`config.mk`:
```
export PLATFORM = sky130hd
export DESIGN_NAME = twm_evt_regs
export DESIGN_NICKNAME = d
export VERILOG_FILES = /design/src/logic/twm_evt_pkg.sv /design/src/logic/twm_evt_regs.sv
export SDC_FILE = /design/constraint.sdc
export NUM_CORES = 1
export LEC_CHECK = 0
export BUFFER_PORTS_ARGS = -buffer_cell sky130_fd_sc_hd__clkbuf_2
export CAP_MARGIN = 40
export CORE_ASPECT_RATIO = 1.2
export CORE_MARGIN = 3
export CORE_UTILIZATION = 49
export DETAILED_ROUTE_END_ITERATION = 6
export GPL_ROUTABILITY_DRIVEN = 0
export PLACE_DENSITY = 0.77
export SLEW_MARGIN = 5
export SYNTH_ARGS = -nofsm -noshare
export SYNTH_HDL_FRONTEND = slang
export SYNTH_SLANG_ARGS = --single-unit
```
`constraint.sdc`:
```
create_clock -name CORE_CLK -period 2.1 [get_ports CORE_CLK]
set_clock_uncertainty 0.1 [all_clocks]
set_input_delay 0 -clock CORE_CLK [delete_from_list [all_inputs] [get_ports CORE_CLK]]
set_output_delay 0 -clock CORE_CLK [all_outputs]
set_load 0.05 [all_outputs]
```
`src/logic/twm_evt_pkg.sv`:
```
// Purpose: Constants for the two-wire master event and shortcut registers.
// Assumes: APB byte addresses, one aligned 32-bit word per register.
// Notes:   Event index order is used by every per-event array.
package twm_evt_pkg;

  localparam int unsigned ADDR_W    = 12;
  localparam int unsigned DATA_W    = 32;
  localparam int unsigned NUM_EVT   = 7;
  localparam int unsigned EN_W      = 4;

  // Event indexes.
  localparam int unsigned EV_HALTED = 0;
  localparam int unsigned EV_FAULT  = 1;
  localparam int unsigned EV_PAUSED = 2;
  localparam int unsigned EV_RXBEG  = 3;
  localparam int unsigned EV_TXBEG  = 4;
  localparam int unsigned EV_RXFIN  = 5;
  localparam int unsigned EV_TXFIN  = 6;

  // Task trigger registers.
  localparam logic [11:0] OFS_TASK_RX     = 12'h000;
  localparam logic [11:0] OFS_TASK_TX     = 12'h008;
  localparam logic [11:0] OFS_TASK_HALT   = 12'h014;
  localparam logic [11:0] OFS_TASK_PAUSE  = 12'h01c;
  localparam logic [11:0] OFS_TASK_RESUME = 12'h020;

  // Event flag registers, in event index order.
  localparam logic [11:0] EVT_OFS [NUM_EVT] = '{
    12'h104, 12'h124, 12'h148, 12'h14c, 12'h150, 12'h15c, 12'h160};

  localparam logic [11:0] OFS_SHORTCUT = 12'h200;
  localparam logic [11:0] OFS_IRQ_EN   = 12'h300;
  localparam logic [11:0] OFS_IRQ_SET  = 12'h304;
  localparam logic [11:0] OFS_IRQ_CLR  = 12'h308;
  localparam logic [11:0] OFS_ERRSRC   = 12'h4c4;
  localparam logic [11:0] OFS_ENABLE   = 12'h500;

  // Interrupt enable bit position of each event, in event index order.
  localparam int unsigned INT_POS [NUM_EVT] = '{1, 9, 18, 19, 20, 23, 24};

  // Shortcut bit positions.
  localparam int unsigned SC_TX_RX    = 7;
  localparam int unsigned SC_TX_PAUSE = 8;
  localparam int unsigned SC_TX_HALT  = 9;
  localparam int unsigned SC_RX_TX    = 10;
  localparam int unsigned SC_RX_PAUSE = 11;
  localparam int unsigned SC_RX_HALT  = 12;
  localparam int unsigned SC_LO       = 7;
  localparam int unsigned SC_W        = 6;

  // Error source bit positions.
  localparam int unsigned ES_OVERRUN   = 0;
  localparam int unsigned ES_ADDR_NACK = 1;
  localparam int unsigned ES_DATA_NACK = 2;
  localparam int unsigned ES_W         = 3;

  localparam logic [31:0] RST_WORD = 32'h0000_0000;

endpackage : twm_evt_pkg

```
`src/logic/twm_evt_regs.sv`:
```
// Purpose: Event flags, shortcuts, interrupt enables and error source bits
//          of a two-wire bus master, reached by software over APB.
// Assumes: Event and error inputs are one-cycle pulses from the protocol
//          engine on CORE_CLK; tasks go back to it as one-cycle pulses.
// Notes:   Zero wait state slave; read data is sampled in the setup cycle.
//
// Local design decision: register access over APB.
`timescale 1ns/1ps

// Functional notes
// - Paused flag goes to 1 once a pause has taken effect.
// - Final receive byte flag goes to 1 when the last receive byte begins.
// - Final transmit byte flag goes to 1 when last transmit byte begins.
// - Shortcut bit set: final transmit byte starts the receive task.
// - Shortcut bit set: final transmit byte triggers the pause task.
// - Shortcut bit set: final transmit byte triggers the halt task.
// - Shortcut bit set: final receive byte starts the transmit task.
// - Shortcut bit set: final receive byte triggers the pause task.
// - Shortcut bit set: final receive byte triggers halt; shortcuts reset 0.
// - Set view: writing 1 enables, 0 leaves alone; reads enable state.
// - Clear view: writing 1 disables, 0 leaves alone; reads enable state.
// - Overrun bit goes to 1 when a byte arrives before the last was stored.
// - Address not acknowledged bit sets on address NACK; write 1 clears.
// - Data not acknowledged bit sets on data NACK; write 1 clears.
// - Engine raises final receive byte after the proper acknowledge.
module twm_evt_regs
(
  input  wire logic                     CORE_CLK,
  input  wire logic                     RST_B,
  input  wire logic                     PSEL,
  input  wire logic                     PENABLE,
  input  wire logic                     PWRITE,
  input  wire logic [11:0]              PADDR,
  input  wire logic [31:0]              PWDATA,
  output logic      [31:0]              PRDATA,
  output logic                          PREADY,
  output logic                          PSLVERR,
  input  wire logic                     HALTED_EVT,
  input  wire logic                     FAULT_EVT,
  input  wire logic                     PAUSED_EVT,
  input  wire logic                     RX_STARTED_EVT,
  input  wire logic                     TX_STARTED_EVT,
  input  wire logic                     FINAL_RX_EVT,
  input  wire logic                     FINAL_TX_EVT,
  input  wire logic                     OVERRUN_ERR,
  input  wire logic                     ADDR_NACK_ERR,
  input  wire logic                     DATA_NACK_ERR,
  output logic                          BEGIN_RX_TASK,
  output logic                          BEGIN_TX_TASK,
  output logic                          HALT_TASK,
  output logic                          PAUSE_TASK,
  output logic                          RESUME_TASK,
  output logic                          IRQ,
  output logic [twm_evt_pkg::EN_W-1:0]  MASTER_ENABLE
);

  localparam int unsigned NE = twm_evt_pkg::NUM_EVT;
  localparam int unsigned SC_HI = twm_evt_pkg::SC_LO + twm_evt_pkg::SC_W - 1;

  logic [NE-1:0]                    evt_in;
  logic [NE-1:0]                    flag_ff;
  logic [NE-1:0]                    irq_en_ff;
  logic [NE-1:0]                    nxt_irq_en;
  logic [SC_HI:twm_evt_pkg::SC_LO]  sc_ff;
  logic [twm_evt_pkg::ES_W-1:0]     errsrc_ff;
  logic [twm_evt_pkg::ES_W-1:0]     err_in;
  logic [twm_evt_pkg::EN_W-1:0]     enable_ff;
  logic [31:0]                      rdata_ff;
  logic [31:0]                      nxt_rdata;
  logic                             irq_ff;
  logic                             setup_rd;
  logic                             wr_acc;
  logic                             addr_hit;
  logic                             sw_rx;
  logic                             sw_tx;
  logic                             sw_halt;
  logic                             sw_pause;
  logic                             sw_resume;
  logic                             rx_task_ff;
  logic                             tx_task_ff;
  logic                             halt_task_ff;
  logic                             pause_task_ff;
  logic                             resume_task_ff;
  logic [31:0]                      irq_en_word;

  // Event inputs gathered in event index order.
  assign evt_in[twm_evt_pkg::EV_HALTED] = HALTED_EVT;
  assign evt_in[twm_evt_pkg::EV_FAULT]  = FAULT_EVT;
  assign evt_in[twm_evt_pkg::EV_PAUSED] = PAUSED_EVT;
  assign evt_in[twm_evt_pkg::EV_RXBEG]  = RX_STARTED_EVT;
  assign evt_in[twm_evt_pkg::EV_TXBEG]  = TX_STARTED_EVT;
  assign evt_in[twm_evt_pkg::EV_RXFIN]  = FINAL_RX_EVT;
  assign evt_in[twm_evt_pkg::EV_TXFIN]  = FINAL_TX_EVT;

  assign err_in[twm_evt_pkg::ES_OVERRUN] = OVERRUN_ERR;
  assign err_in[twm_evt_pkg::ES_ADDR_NACK] = ADDR_NACK_ERR;
  assign err_in[twm_evt_pkg::ES_DATA_NACK] = DATA_NACK_ERR;

  // APB decode; the slave never inserts wait states.
  assign PREADY   = 1'b1;
  assign setup_rd = PSEL && !PENABLE && !PWRITE;
  assign wr_acc   = PSEL && PENABLE && PWRITE;

  always_comb
  begin
    addr_hit = 1'b0;
    case (PADDR)
      twm_evt_pkg::OFS_TASK_RX,
      twm_evt_pkg::OFS_TASK_TX,
      twm_evt_pkg::OFS_TASK_HALT,
      twm_evt_pkg::OFS_TASK_PAUSE,
      twm_evt_pkg::OFS_TASK_RESUME,
      twm_evt_pkg::OFS_SHORTCUT,
      twm_evt_pkg::OFS_IRQ_EN,
      twm_evt_pkg::OFS_IRQ_SET,
      twm_evt_pkg::OFS_IRQ_CLR,
      twm_evt_pkg::OFS_ERRSRC,
      twm_evt_pkg::OFS_ENABLE:
        addr_hit = 1'b1;
      default:
        addr_hit = 1'b0;
    endcase
    for (int i = 0; i < NE; i++)
    begin
      if (PADDR == twm_evt_pkg::EVT_OFS[i])
      begin
        addr_hit = 1'b1;
      end
    end
  end

  assign PSLVERR = PSEL && PENABLE && !addr_hit;

  // Software task triggers: a write with bit 0 set fires the task.
  assign sw_rx     = wr_acc && PWDATA[0]
                     && (PADDR == twm_evt_pkg::OFS_TASK_RX);
  assign sw_tx     = wr_acc && PWDATA[0]
                     && (PADDR == twm_evt_pkg::OFS_TASK_TX);
  assign sw_halt   = wr_acc && PWDATA[0]
                     && (PADDR == twm_evt_pkg::OFS_TASK_HALT);
  assign sw_pause  = wr_acc && PWDATA[0]
                     && (PADDR == twm_evt_pkg::OFS_TASK_PAUSE);
  assign sw_resume = wr_acc && PWDATA[0]
                     && (PADDR == twm_evt_pkg::OFS_TASK_RESUME);

  // Event flags: an event in the cycle of a software write still sets it.
  for (genvar g = 0; g < NE; g++)
  begin : g_flag
    always_ff @(posedge CORE_CLK or negedge RST_B)
    begin
      if (!RST_B)
      begin
        flag_ff[g] <= 1'b0;
      end
      else if (evt_in[g])
      begin
        flag_ff[g] <= 1'b1;
      end
      else if (wr_acc && (PADDR == twm_evt_pkg::EVT_OFS[g]))
      begin
        flag_ff[g] <= PWDATA[0];
      end
    end
  end

  // Shortcut register.
  always_ff @(posedge CORE_CLK or negedge RST_B)
  begin
    if (!RST_B)
    begin
      sc_ff <= '0;
    end
    else if (wr_acc && (PADDR == twm_evt_pkg::OFS_SHORTCUT))
    begin
      sc_ff <= PWDATA[twm_evt_pkg::SC_LO +: twm_evt_pkg::SC_W];
    end
  end

  // Task pulses: software writes merged with event shortcuts.
  always_ff @(posedge CORE_CLK or negedge RST_B)
  begin
    if (!RST_B)
    begin
      rx_task_ff     <= 1'b0;
      tx_task_ff     <= 1'b0;
      halt_task_ff   <= 1'b0;
      pause_task_ff  <= 1'b0;
      resume_task_ff <= 1'b0;
    end
    else
    begin
      rx_task_ff     <= sw_rx
                        || (FINAL_TX_EVT
                            && sc_ff[twm_evt_pkg::SC_TX_RX]);
      tx_task_ff     <= sw_tx
                        || (FINAL_RX_EVT
                            && sc_ff[twm_evt_pkg::SC_RX_TX]);
      pause_task_ff  <= sw_pause
                        || (FINAL_TX_EVT
                            && sc_ff[twm_evt_pkg::SC_TX_PAUSE])
                        || (FINAL_RX_EVT
                            && sc_ff[twm_evt_pkg::SC_RX_PAUSE]);
      halt_task_ff   <= sw_halt
                        || (FINAL_TX_EVT
                            && sc_ff[twm_evt_pkg::SC_TX_HALT])
                        || (FINAL_RX_EVT
                            && sc_ff[twm_evt_pkg::SC_RX_HALT]);
      resume_task_ff <= sw_resume;
    end
  end

  assign BEGIN_RX_TASK = rx_task_ff;
  assign BEGIN_TX_TASK = tx_task_ff;
  assign HALT_TASK     = halt_task_ff;
  assign PAUSE_TASK    = pause_task_ff;
  assign RESUME_TASK   = resume_task_ff;

  // Interrupt enables through the plain, set and clear views.
  always_comb
  begin
    nxt_irq_en = irq_en_ff;
    for (int i = 0; i < NE; i++)
    begin
      if (wr_acc && (PADDR == twm_evt_pkg::OFS_IRQ_EN))
      begin
        nxt_irq_en[i] = PWDATA[twm_evt_pkg::INT_POS[i]];
      end
      else if (wr_acc && (PADDR == twm_evt_pkg::OFS_IRQ_SET)
               && PWDATA[twm_evt_pkg::INT_POS[i]])
      begin
        nxt_irq_en[i] = 1'b1;
      end
      else if (wr_acc && (PADDR == twm_evt_pkg::OFS_IRQ_CLR)
               && PWDATA[twm_evt_pkg::INT_POS[i]])
      begin
        nxt_irq_en[i] = 1'b0;
      end
    end
  end

  always_ff @(posedge CORE_CLK or negedge RST_B)
  begin
    if (!RST_B)
    begin
      irq_en_ff <= '0;
    end
    else
    begin
      irq_en_ff <= nxt_irq_en;
    end
  end

  // Error source bits: write 1 clears, a new error in that cycle wins.
  for (genvar e = 0; e < twm_evt_pkg::ES_W; e++)
  begin : g_err
    always_ff @(posedge CORE_CLK or negedge RST_B)
    begin
      if (!RST_B)
      begin
        errsrc_ff[e] <= 1'b0;
      end
      else if (err_in[e])
      begin
        errsrc_ff[e] <= 1'b1;
      end
      else if (wr_acc && (PADDR == twm_evt_pkg::OFS_ERRSRC) && PWDATA[e])
      begin
        errsrc_ff[e] <= 1'b0;
      end
    end
  end

  // Master enable field is kept for the rest of the master.
  always_ff @(posedge CORE_CLK or negedge RST_B)
  begin
    if (!RST_B)
    begin
      enable_ff <= '0;
    end
    else if (wr_acc && (PADDR == twm_evt_pkg::OFS_ENABLE))
    begin
      enable_ff <= PWDATA[twm_evt_pkg::EN_W-1:0];
    end
  end

  assign MASTER_ENABLE = enable_ff;

  // Interrupt request, registered.
  always_ff @(posedge CORE_CLK or negedge RST_B)
  begin
    if (!RST_B)
    begin
      irq_ff <= 1'b0;
    end
    else
    begin
      irq_ff <= |(flag_ff & irq_en_ff);
    end
  end

  assign IRQ = irq_ff;

  // Read path: the word is captured in the setup cycle.
  always_comb
  begin
    irq_en_word = twm_evt_pkg::RST_WORD;
    for (int i = 0; i < NE; i++)
    begin
      irq_en_word[twm_evt_pkg::INT_POS[i]] = irq_en_ff[i];
    end
  end

  always_comb
  begin
    nxt_rdata = twm_evt_pkg::RST_WORD;
    case (PADDR)
      twm_evt_pkg::OFS_SHORTCUT:
      begin
        nxt_rdata[twm_evt_pkg::SC_LO +: twm_evt_pkg::SC_W] = sc_ff;
      end
      twm_evt_pkg::OFS_IRQ_EN,
      twm_evt_pkg::OFS_IRQ_SET,
      twm_evt_pkg::OFS_IRQ_CLR:
      begin
        nxt_rdata = irq_en_word;
      end
      twm_evt_pkg::OFS_ERRSRC:
      begin
        nxt_rdata[twm_evt_pkg::ES_W-1:0] = errsrc_ff;
      end
      twm_evt_pkg::OFS_ENABLE:
      begin
        nxt_rdata[twm_evt_pkg::EN_W-1:0] = enable_ff;
      end
      default:
      begin
        nxt_rdata = twm_evt_pkg::RST_WORD;
      end
    endcase
    for (int i = 0; i < NE; i++)
    begin
      if (PADDR == twm_evt_pkg::EVT_OFS[i])
      begin
        nxt_rdata[0] = flag_ff[i];
      end
    end
  end

  always_ff @(posedge CORE_CLK or negedge RST_B)
  begin
    if (!RST_B)
    begin
      rdata_ff <= twm_evt_pkg::RST_WORD;
    end
    else if (setup_rd)
    begin
      rdata_ff <= nxt_rdata;
    end
  end

  assign PRDATA = rdata_ff;

endmodule : twm_evt_regs
```
==> metrics.md, run 1 <==
| Metric | Value |
|---|---|
| DRC | `0` |
| Crit path DAT | `between 2 and 2.5 ns` |
| # clock sinks | `48` |
| H-tree Lvls | `2` |
| CTS max path bufs | `2` |
| Mapped Area | `0.00263 sq mm` |
| Initial antenna violation count | `0` |
| CP Launch Point | `PADDR[9]` |
| First-pass GRT wire length | `between 10000 and 15000 um` |
| 1st-iter DRT viols | `roughly 160` |
| Ports | `~100` |
| Die height | `about 86 um` |
| Number of vias per cell | `around 5.5` |
| Skew-Pair Late Insertion Delay | `~0.31 ns` |
| Synth top area share | `between 40% and 50%` |
| Max_cap viols | `0` |
| Min-delay src | `PWDATA[0]` |
| Largest net degree at the start of global routing | `33` |
| DR WL/cell | `about 16 um` |
| Failing checks | `setup timing` |
| Yosys reg bits | `48` |
| Hold Slack | `0.00949 ns` |
| Minimum clock period | `approximately 2.2 ns` |
| Kind of critical path | `input port to output port` |
| Worst setup EP type | `output port` |
| Final hold vios | `0` |
| Slew @ Worst Pin | `0.807 ns` |
| Fmax | `0.462 GHz` |
| Post-CTS Setup Inserts | `0` |
| Vias in the first global route | `between 2000 and 2500` |
| Outcome | `complete, but fails checks` |
| RSZ-0062 raised after global routing | `yes` |
| Max IR drop VDD | `0.000457 V` |
| Wirelength, routed | `7020 um` |
| CP Max Fanout | `2` |
| Core Rows | `28` |
| Gate Count Post-Synth | `about 270` |
| GRT Total Usage | `about a quarter` |
| Routed Antenna Nets | `0` |
| Final TNS setup | `-0.0656 ns` |
| Dominant cells by area after synthesis | `dfrtp_1 46%, nand2_1 6.1%, buf_4 5.4%, mux2_2 4.3%, mux2i_1 3.0%` |
| Placeable Area | `0.00504 sq mm` |
| Crit start category | `input port` |
| Cell taking the most area after synthesis | `dfrtp_1` |
| Initial core utilization | `52.1%` |
| Die area | `~0.0063 sq mm` |
| Ant diodes | `0` |
| Nets | `446` |
| Setup WS post-layout | `-0.0656 ns` |
| Worst EP required | `roughly 2 ns` |
| Port Buffers | `67` |
| Hold Crit Class | `input port to register` |
| Clock slew at reported path FFs | `0.10 ns` |
| HPWL after detailed placement | `about 5000 um` |
| Layout Area Growth over Synthesis | `34.0%` |
| Placement Setup Slack | `-0.101 ns` |
| Cell Pwr Density | `about 580 mW/mm^2` |
| Num CTS Buffers | `5` |
| Final period util | `103%` |
| Rel. slew slack | `a little under half` |
| Router iterations before antenna repair | `5` |
| Seq/Total Area, Yosys | `approximately 46%` |
| Library cells used by synthesis | `between 40 and 50` |
| Root Buffer | `clkbuf_8` |
| Final setup fails | `1` |
| Synth warn | `0` |
| Final Max Tran Viols | `0` |
| Via count | `between 2000 and 2500` |
| CTS tree | `built` |
| Global route overflow | `0` |
| Syn_area_per_cell | `a little under 10 sq um` |
| Die Wd | `~73 um` |
| Leak Pwr | `around 0.0017 uW` |
| Reg2reg start | `flag_ff[4]` |
| Share of cells above drive strength 1 | `~30%` |
==> path summary, 6_finish.rpt <==
check,cells past startpoint,endpoint,slack [ns]
worst max-delay path,7,PSLVERR,-0.07
worst min-delay path,3,flag_ff[1],0.009
worst max register to register,5,PRDATA[0],0.45
worst min register to register,2,PRDATA[7],0.37
max in group asynchronous,3,HALT_TASK,1.03
min in group asynchronous,2,PRDATA[12],0.21
==> per-layer routing <==
| metal | wire [um] | global-route usage (%) |
|---|---|---|
| met3 | 437 | 4.06 |
| met5 | 0 | 0 |
| met2 | 3710 | 41.5 |
| met1 | 2830 | 29.8 |
| met4 | 46 | 6.71 |
==> logic make-up after synthesis <==
logic type	share of synthesized area [%]
flip-flops	45.7
AO/OA/AOI/OAI	11.8
other	0.286
buffers and inverters	8.00
AND/OR/NAND/NOR	26.5
XOR/XNOR	0.334
multiplexers	7.34
==> registers in the layout, indices dropped and copies added, names as in the netlist <==
name / cells
HALT_TASK: 1
IRQ: 1
RESUME_TASK: 1
MASTER_ENABLE: 4
flag_ff: 7
BEGIN_TX_TASK: 1
PRDATA: 15
irq_en_ff: 7
BEGIN_RX_TASK: 1
sc_ff: 6
errsrc_ff: 3
PAUSE_TASK: 1
==> stage by stage <==
step           area [sq um]  power (uW)  util [%]  cells
3_5_place_dp           3050        1200      60.4    408
5_1_grt                3520        2110      69.8    448
2_1_floorplan          2690        1120         -    288
3_3_place_gp           3050        1200      60.4    408
4_1_cts                3520        2050      69.7    448
6_report               3520        2040      69.8    448
==> area by class of cell <==
cell class                      instances  area [sq um]
Sequential cell                        48          1200
Clock inverter                          3          68.8
Tap cell                               60          75.1
Clock buffer                            5          68.8
Inverter                                1          3.75
Timing Repair Buffer                  120           823
Fill cell                             390          1530
Multi-Input combinational cell        211          1280
==> placed cells by master, fill, tap and decap left out, types with 3 or more instances in the layout <==
cell type / instances
a22oi_1: 5
nor4b_1: 3
a21oi_1: 12
nor3b_1: 3
and3_1: 3
mux2_2: 10
clkbuf_8: 5
or4_1: 3
clkbuf_2: 66
nand2b_1: 8
nor2_1: 12
conb_1: 18
mux2i_1: 8
nand3_1: 16
buf_4: 21
nor3_1: 8
nand2_1: 43
dfrtp_1: 48
and2_1: 3
o21ai_0: 8
a21o_1: 10
nor4_1: 12
dlygate4sd3_1: 32
==> cells in the mapped netlist <==
cell,number
or3_1,1
mux2i_1,8
buf_6,4
nand2_1,43
o21a_1,1
a41o_1,1
a21oi_1,12
or3b_2,2
o21ai_0,8
a21o_1,10
dfrtp_1,48
or4b_4,1
inv_1,1
nor3_1,8
or4bb_2,1
nor2_1,12
nand2b_1,8
and4bb_2,1
or4_4,1
mux2_2,10
and3_1,3
a222oi_1,2
xnor2_1,1
clkbuf_1,5
nor3b_1,3
a2111oi_0,1
or4_1,3
a31oi_1,1
or3b_1,1
nor4b_1,3
nor4_1,12
and2_1,3
o41ai_1,1
nand3_1,16
a221oi_1,1
and4b_1,2
or4b_2,2
o211ai_1,1
conb_1,2
a221o_1,1
buf_4,19
or2_2,1
a22oi_1,5
nand3b_1,1
a22o_1,1
==> power breakdown <==
part           leakage, uW  switching, uW  internal [uW]
clock            0.0000687            336            480
combinational      0.00103            192            106
sequential        0.000616           2.31            927
==> worst max-delay path: stages <==
cell	delay, ns
clkbuf_2	0.10
or4b_4	0.53
or3b_4	0.39
or4_4	0.49
nor4b_1	0.16
and4b_2	0.25
buf_8	0.15
==> timing repair <==
| item | in CTS | in global routing |
|---|---|---|
| hold endpoints to repair | 61 | 0 |
| pin swaps | 0 | 0 |
| endpoints found under the setup margin | 1 | 1 |
| hold buffers | 32 | 0 |
| gates resized for setup | 3 | 1 |
Note: power is estimated with default switching activity, not from simulation.
==> run 2, diff against run 1 <==
--- a/config.mk
+++ b/config.mk
@@ -9,10 +9,10 @@
 export CAP_MARGIN = 40
 export CORE_ASPECT_RATIO = 1.2
 export CORE_MARGIN = 3
-export CORE_UTILIZATION = 49
+export CORE_UTILIZATION = 35
 export DETAILED_ROUTE_END_ITERATION = 6
 export GPL_ROUTABILITY_DRIVEN = 0
-export PLACE_DENSITY = 0.77
+export PLACE_DENSITY = 0.58
 export SLEW_MARGIN = 5
 export SYNTH_ARGS = -nofsm -noshare
 export SYNTH_HDL_FRONTEND = slang
==> metrics.md, run 2 (synthesis gave the netlist of run 1 again) <==
| Metric | Value |
|---|---|
| Outcome | `complete, but fails checks` |
| Failing checks | `setup timing` |
| Die Wd | `85.1 um (+17%)` |
| Placeable Area | `0.00706 sq mm (+40%)` |
| Hold Crit Class | `input port to async pin` |
| Share of cells above drive strength 1 | `30.3% (+0.16 points)` |
| Internal power | `1300 uW (-14%)` |
| Setup WS post-layout | `-0.0456 ns (+0.0200 ns)` |
| Nets | `445 (-0.22%)` |
| Reg2reg start | `flag_ff[4]` |
| Sw frac | `28.3% (+2.3 points)` |
| CTS max path bufs | `2 (unchanged)` |
| Area of the multi-input gates | `0.00128 sq mm (unchanged)` |
| Routed Antenna Nets | `0 (unchanged)` |
| Layout Area Growth over Synthesis | `33.1%` |
| Layout filler cell count | `688 (+76%)` |
| Via count | `2449 (-0.61%)` |
| H-tree Lvls | `2 (unchanged)` |
| HPWL after detailed placement | `5370 um (+7.1%)` |
| Fmax | `0.466 GHz (+0.93%)` |
| Clock slew at reported path FFs | `0.09 ns (about the same)` |
| Max IR drop VDD | `0.000284 V (-38%)` |
| RR Endpoint | `PRDATA[0]` |
| Ports | `103 (unchanged)` |
| Leak Pwr | `0.00170 uW (-1.2%)` |
| Max_cap viols | `0 (unchanged)` |
| DR WL/cell | `15.5 um (-0.82%)` |
| Worst reg2reg setup slack | `0.33 ns (-0.12 ns)` |
| Worst EP required | `2.00 ns (about the same)` |
| Crit start category | `input port` |
| Num CTS Buffers | `5 (unchanged)` |
| Slew @ Worst Pin | `0.554 ns (-0.252 ns)` |
| Worst setup EP type | `output port` |
| Global route overflow | `0 (unchanged)` |
| Fin util | `49.5% (-20 points)` |
| CTS tree | `built` |
| # clock sinks | `48 (unchanged)` |
| Vias in the first global route | `2464 (-0.56%)` |
| Commonest non-fill, non-tap cell in the layout | `clkbuf_2` |
| RSZ-0062 raised after global routing | `yes` |
| Most frequent cells in the layout | `66 x clkbuf_2, 48 x dfrtp_1, 43 x nand2_1` |
| Rel. slew slack | `62.1% (+16 points)` |
| Minimum clock period | `2.15 ns (-0.0200 ns)` |
| Post-Layout Cell Count | `473 (+5.6%)` |
| Port Buffers | `67 (unchanged)` |
| Final Max Tran Viols | `0 (unchanged)` |
| Design Power | `1810 uW (-12%)` |
| Worst R2R Path Depth | `5 (unchanged)` |
| Die height | `101 um (+17%)` |
| Number of vias per cell | `5.18 (-5.9%)` |
| 1st-iter DRT viols | `282 (+73%)` |
| Logic pwr share | `16.7% (+2.1 points)` |
| Reg area | `0.00120 sq mm (unchanged)` |
| Core Rows | `33 (+18%)` |
| CP Max Fanout | `2 (unchanged)` |
| Final TNS setup | `-0.0456 ns (+0.0200 ns)` |
| Die area | `0.00858 sq mm (+37%)` |
| Skew-Pair Late Insertion Delay | `0.30 ns (about the same)` |
| Max FFs per register | `15 (unchanged)` |
| Final setup fails | `1 (unchanged)` |
| Cell Pwr Density | `517 mW/mm^2 (-11%)` |
| Router iterations before antenna repair | `4 (-1)` |
| Root Buffer | `clkbuf_8` |
| Crit path DAT | `2.05 ns (-0.02 ns)` |
| First-pass GRT wire length | `12000 um (+2.8%)` |
| GRT Total Usage | `17.6% (-6.1 points)` |
| Initial core utilization | `37.2% (-15 points)` |
| Final hold vios | `0 (unchanged)` |
| Final period util | `102% (-0.95 points)` |
| Clock power share | `31.8% (-8.1 points)` |
| Initial antenna violation count | `0 (unchanged)` |
| P_sw | `511 uW (-3.8%)` |
| Wirelength, routed | `7350 um (+4.7%)` |
| Kind of critical path | `input port to output port` |
| Sequential share of power | `51.5% (+6.0 points)` |
| DRC | `0 (unchanged)` |
| Largest net degree at the start of global routing | `19 (-42%)` |
| Ant diodes | `0 (unchanged)` |
| Placement Setup Slack | `-0.109 ns (-0.00814 ns)` |
| Post-CTS Setup Inserts | `0 (unchanged)` |
| Placed cell count | `436 (+6.9%)` |
run 2: power by group through the flow:
stage	Combinational, uW	Sequential, uW	Clock [uW]
global route	323	931	632
finish	301	930	575
detailed placement	258	948	0
CTS	299	930	595
global placement	257	948	0
floorplan	162	961	0
run 2: worst max-delay path, stage by stage:
cell and delay, ns:
clkbuf_2 0.09, or4b_4 0.53, or3b_4 0.39, or4_4 0.48
nor4b_1 0.15, and4b_2 0.25, buf_8 0.15
run 2: cell type report:
| type | count | share of cell area (%) |
|---|---|---|
| clock inverter | 1 | 0.251 |
| multi-input combinational | 211 | 36.6 |
| tap | 87 | 3.11 |
| inverter | 1 | 0.107 |
| sequential | 48 | 34.4 |
| timing repair buffer | 119 | 23.2 |
| clock buffer | 6 | 2.36 |
run 2: worst max-delay path by stage:
stage              from       to  slack, ns  cells after the start
3_5_place_dp   PADDR[9]  PSLVERR      -0.11                      7
4_1_cts        PADDR[9]  PSLVERR      -0.06                      7
3_3_place_gp   PADDR[9]  PSLVERR       -0.1                      7
2_1_floorplan  PADDR[9]  PSLVERR      0.004                      6
6_report       PADDR[9]  PSLVERR      -0.05                      7
5_1_grt        PADDR[9]  PSLVERR      -0.09                      7
run 2: what timing repair did:
action,4_1_cts,5_1_grt
hold buffers,30,0
resized for setup,3,1
hold endpoints to repair,79,0
setup endpoints to repair,1,1
run 2: metal layers:
metal | GRT usage (%) | share of wire [%] | vias to the layer above
li1 | - | - | 1181
met1 | 21.8 | 43 | 1159
met2 | 30.2 | 50 | 97
met3 | 3.84 | 6.0 | 12
met4 | 6.09 | 1.7 | 0
met5 | 0 | 0 | -
run 2: through the flow:
stage,instance area [sq um],hold WS (ns)
finish,3490,0.0273
global route,3490,0.0367
CTS,3490,0.0257
detailed placement,3090,-0.163
global placement,3090,-0.172
floorplan,2690,-0.396
==> run 3, diff against run 2 <==
--- a/config.mk
+++ b/config.mk
@@ -6,13 +6,14 @@
 export NUM_CORES = 1
 export LEC_CHECK = 0
 export BUFFER_PORTS_ARGS = -buffer_cell sky130_fd_sc_hd__clkbuf_2
-export CAP_MARGIN = 40
+export CAP_MARGIN = 10
+export CELL_PAD_IN_SITES_DETAIL_PLACEMENT = 1
+export CELL_PAD_IN_SITES_GLOBAL_PLACEMENT = 1
 export CORE_ASPECT_RATIO = 1.2
-export CORE_MARGIN = 3
 export CORE_UTILIZATION = 35
 export DETAILED_ROUTE_END_ITERATION = 6
 export GPL_ROUTABILITY_DRIVEN = 0
-export PLACE_DENSITY = 0.58
+export PLACE_DENSITY = 0.75
 export SLEW_MARGIN = 5
 export SYNTH_ARGS = -nofsm -noshare
 export SYNTH_HDL_FRONTEND = slang
==> metrics.md, run 3 (synthesis gave the netlist of run 1 again) <==
| Metric | Value |
|---|---|
| Outcome | `complete, but fails checks` |
| Failing checks | `setup timing` |
| Min-delay src | `PWDATA[0]` |
| Number of vias per cell | `5.32 (+2.8%)` |
| Worst setup EP type | `output port` |
| CTS tree | `built` |
| Share of cells above drive strength 1 | `31.0% (+0.71 points)` |
| Final setup fails | `1 (unchanged)` |
| Die Wd | `81.1 um (-4.7%)` |
| CTS max path bufs | `2 (unchanged)` |
| Skew-Pair Late Insertion Delay | `0.32 ns (+0.02 ns)` |
| Placement Setup Slack | `-0.192 ns (-0.0836 ns)` |
| DRC | `0 (unchanged)` |
| Initial core utilization | `36.1% (-1.1 points)` |
| DR WL/cell | `17.4 um (+12%)` |
| Endpoint, Worst Hold | `errsrc_ff[0]` |
| Via count | `2554 (+4.3%)` |
| Minimum clock period | `2.17 ns (+0.0214 ns)` |
| Final hold vios | `0 (unchanged)` |
| First-pass GRT wire length | `13900 um (+15%)` |
| Core Rows | `34 (+3.0%)` |
| Leak Pwr | `0.00174 uW (+2.3%)` |
| CP Max Fanout | `2 (unchanged)` |
| RR Endpoint | `PRDATA[0]` |
| Setup WS post-layout | `-0.0671 ns (-0.0214 ns)` |
| Root Buffer | `clkbuf_8` |
| Global route overflow | `0 (unchanged)` |
| Fmax | `0.461 GHz (-0.99%)` |
| Layout Area Growth over Synthesis | `35.8%` |
| Crit start category | `input port` |
| Max_cap viols | `0 (unchanged)` |
| Reg2reg start | `flag_ff[4]` |
| Routed Antenna Nets | `0 (unchanged)` |
| Final Max Tran Viols | `0 (unchanged)` |
| H-tree Lvls | `2 (unchanged)` |
| Ports | `103 (unchanged)` |
| # clock sinks | `48 (unchanged)` |
| Ant diodes | `0 (unchanged)` |
| Hold Crit Class | `input port to register` |
| GRT Total Usage | `23.3% (+5.8 points)` |
| Die area | `0.00786 sq mm (-8.5%)` |
| Num CTS Buffers | `5 (unchanged)` |
| Wirelength, routed | `8340 um (+13%)` |
| Port Buffers | `67 (unchanged)` |
| Cell Pwr Density | `578 mW/mm^2 (+12%)` |
| Die height | `96.9 um (-4.0%)` |
| Worst reg2reg setup slack | `0.17 ns (-0.16 ns)` |
| Nets | `448 (+0.67%)` |
| RSZ-0062 raised after global routing | `yes` |
| Post-CTS Setup Inserts | `0 (unchanged)` |
| Placeable Area | `0.00727 sq mm (+3.0%)` |
| Largest net degree at the start of global routing | `24 (+5)` |
| HPWL after detailed placement | `5980 um (+11%)` |
| Crit path DAT | `2.07 ns (+0.02 ns)` |
| Commonest non-fill, non-tap cell in the layout | `clkbuf_2` |
| Most frequent cells in the layout | `66 x clkbuf_2, 48 x dfrtp_1, 43 x nand2_1` |
| Slew @ Worst Pin | `0.637 ns (+0.0828 ns)` |
| WHS Path Cells | `3` |
| Vias in the first global route | `2733 (+11%)` |
| Worst EP required | `2.00 ns (about the same)` |
| Router iterations before antenna repair | `4 (unchanged)` |
| Final period util | `103% (+1.0 points)` |
| Initial antenna violation count | `0 (unchanged)` |
| Max IR drop VDD | `0.000302 V (+6.3%)` |
| 1st-iter DRT viols | `162 (-43%)` |
| Clock slew at reported path FFs | `0.09 ns (about the same)` |
| Worst R2R Path Depth | `6 (+1)` |
| Hold Slack | `0.00624 ns (-0.0211 ns)` |
| Max FFs per register | `15 (unchanged)` |
| Kind of critical path | `input port to output port` |
| Rel. slew slack | `56.4% (-5.7 points)` |
[run 3: worst max-delay path, cell delays in order]
cell      delay, ns
clkbuf_2       0.09
or4b_4         0.53
or3b_4         0.39
or4_4          0.49
nor4b_1        0.16
and4b_2        0.25
buf_8          0.15
[run 3: cell type report]
type,instances,area (sq um)
inverter,1,3.75
sequential,48,1200
clock buffer,5,68.8
tap,90,113
timing repair buffer,122,833
clock inverter,3,68.8
multi-input combinational,211,1280
fill,885,3710
[run 3: power breakdown]
group	internal (uW)	total, uW	leakage, uW	switching (uW)
Sequential	927	930	0.000616	2.66
Clock	480	825	0.0000687	346
Combinational	108	307	0.00105	199
Total	1520	2060	0.00174	548
[run 3: metal layers]
metal | routed length [um] | GRT usage [%]
met1 | 3390 | 28.6
met4 | 194 | 7.97
met2 | 4440 | 40.7
met5 | 0 | 0
met3 | 323 | 3.40
[run 3: worst max-delay path by stage]
stage               slack (ns)        end      from
floorplan                0.004    PSLVERR  PADDR[9]
global placement         -0.19  PRDATA[0]  PADDR[9]
detailed placement       -0.19  PRDATA[0]  PADDR[9]
CTS                      -0.08    PSLVERR  PADDR[9]
global route             -0.11    PSLVERR  PADDR[9]
finish                   -0.07    PSLVERR  PADDR[9]
[run 3: stage by stage]
step | cells | setup TNS [ns] | util (%) | power [uW] | area, sq um
final | 480 | -0.0671 | 49.0 | 2060 | 3570
after global routing | 480 | -0.105 | 49.0 | 2130 | 3570
after CTS | 480 | -0.0775 | 49.0 | 2080 | 3570
after detailed placement | 442 | -0.496 | 42.8 | 1210 | 3120
after global placement | 442 | -0.348 | 42.8 | 1210 | 3120
after floorplan | 288 | 0 | - | 1120 | 2690
[run 3: timing repair]
action / 4_1_cts / 5_1_grt
hold buffers: 30 / 0
cloned: 0 / 0
hold endpoints to repair: 51 / 0
endpoints found under the setup margin: 1 / 1
resized for setup: 3 / 1
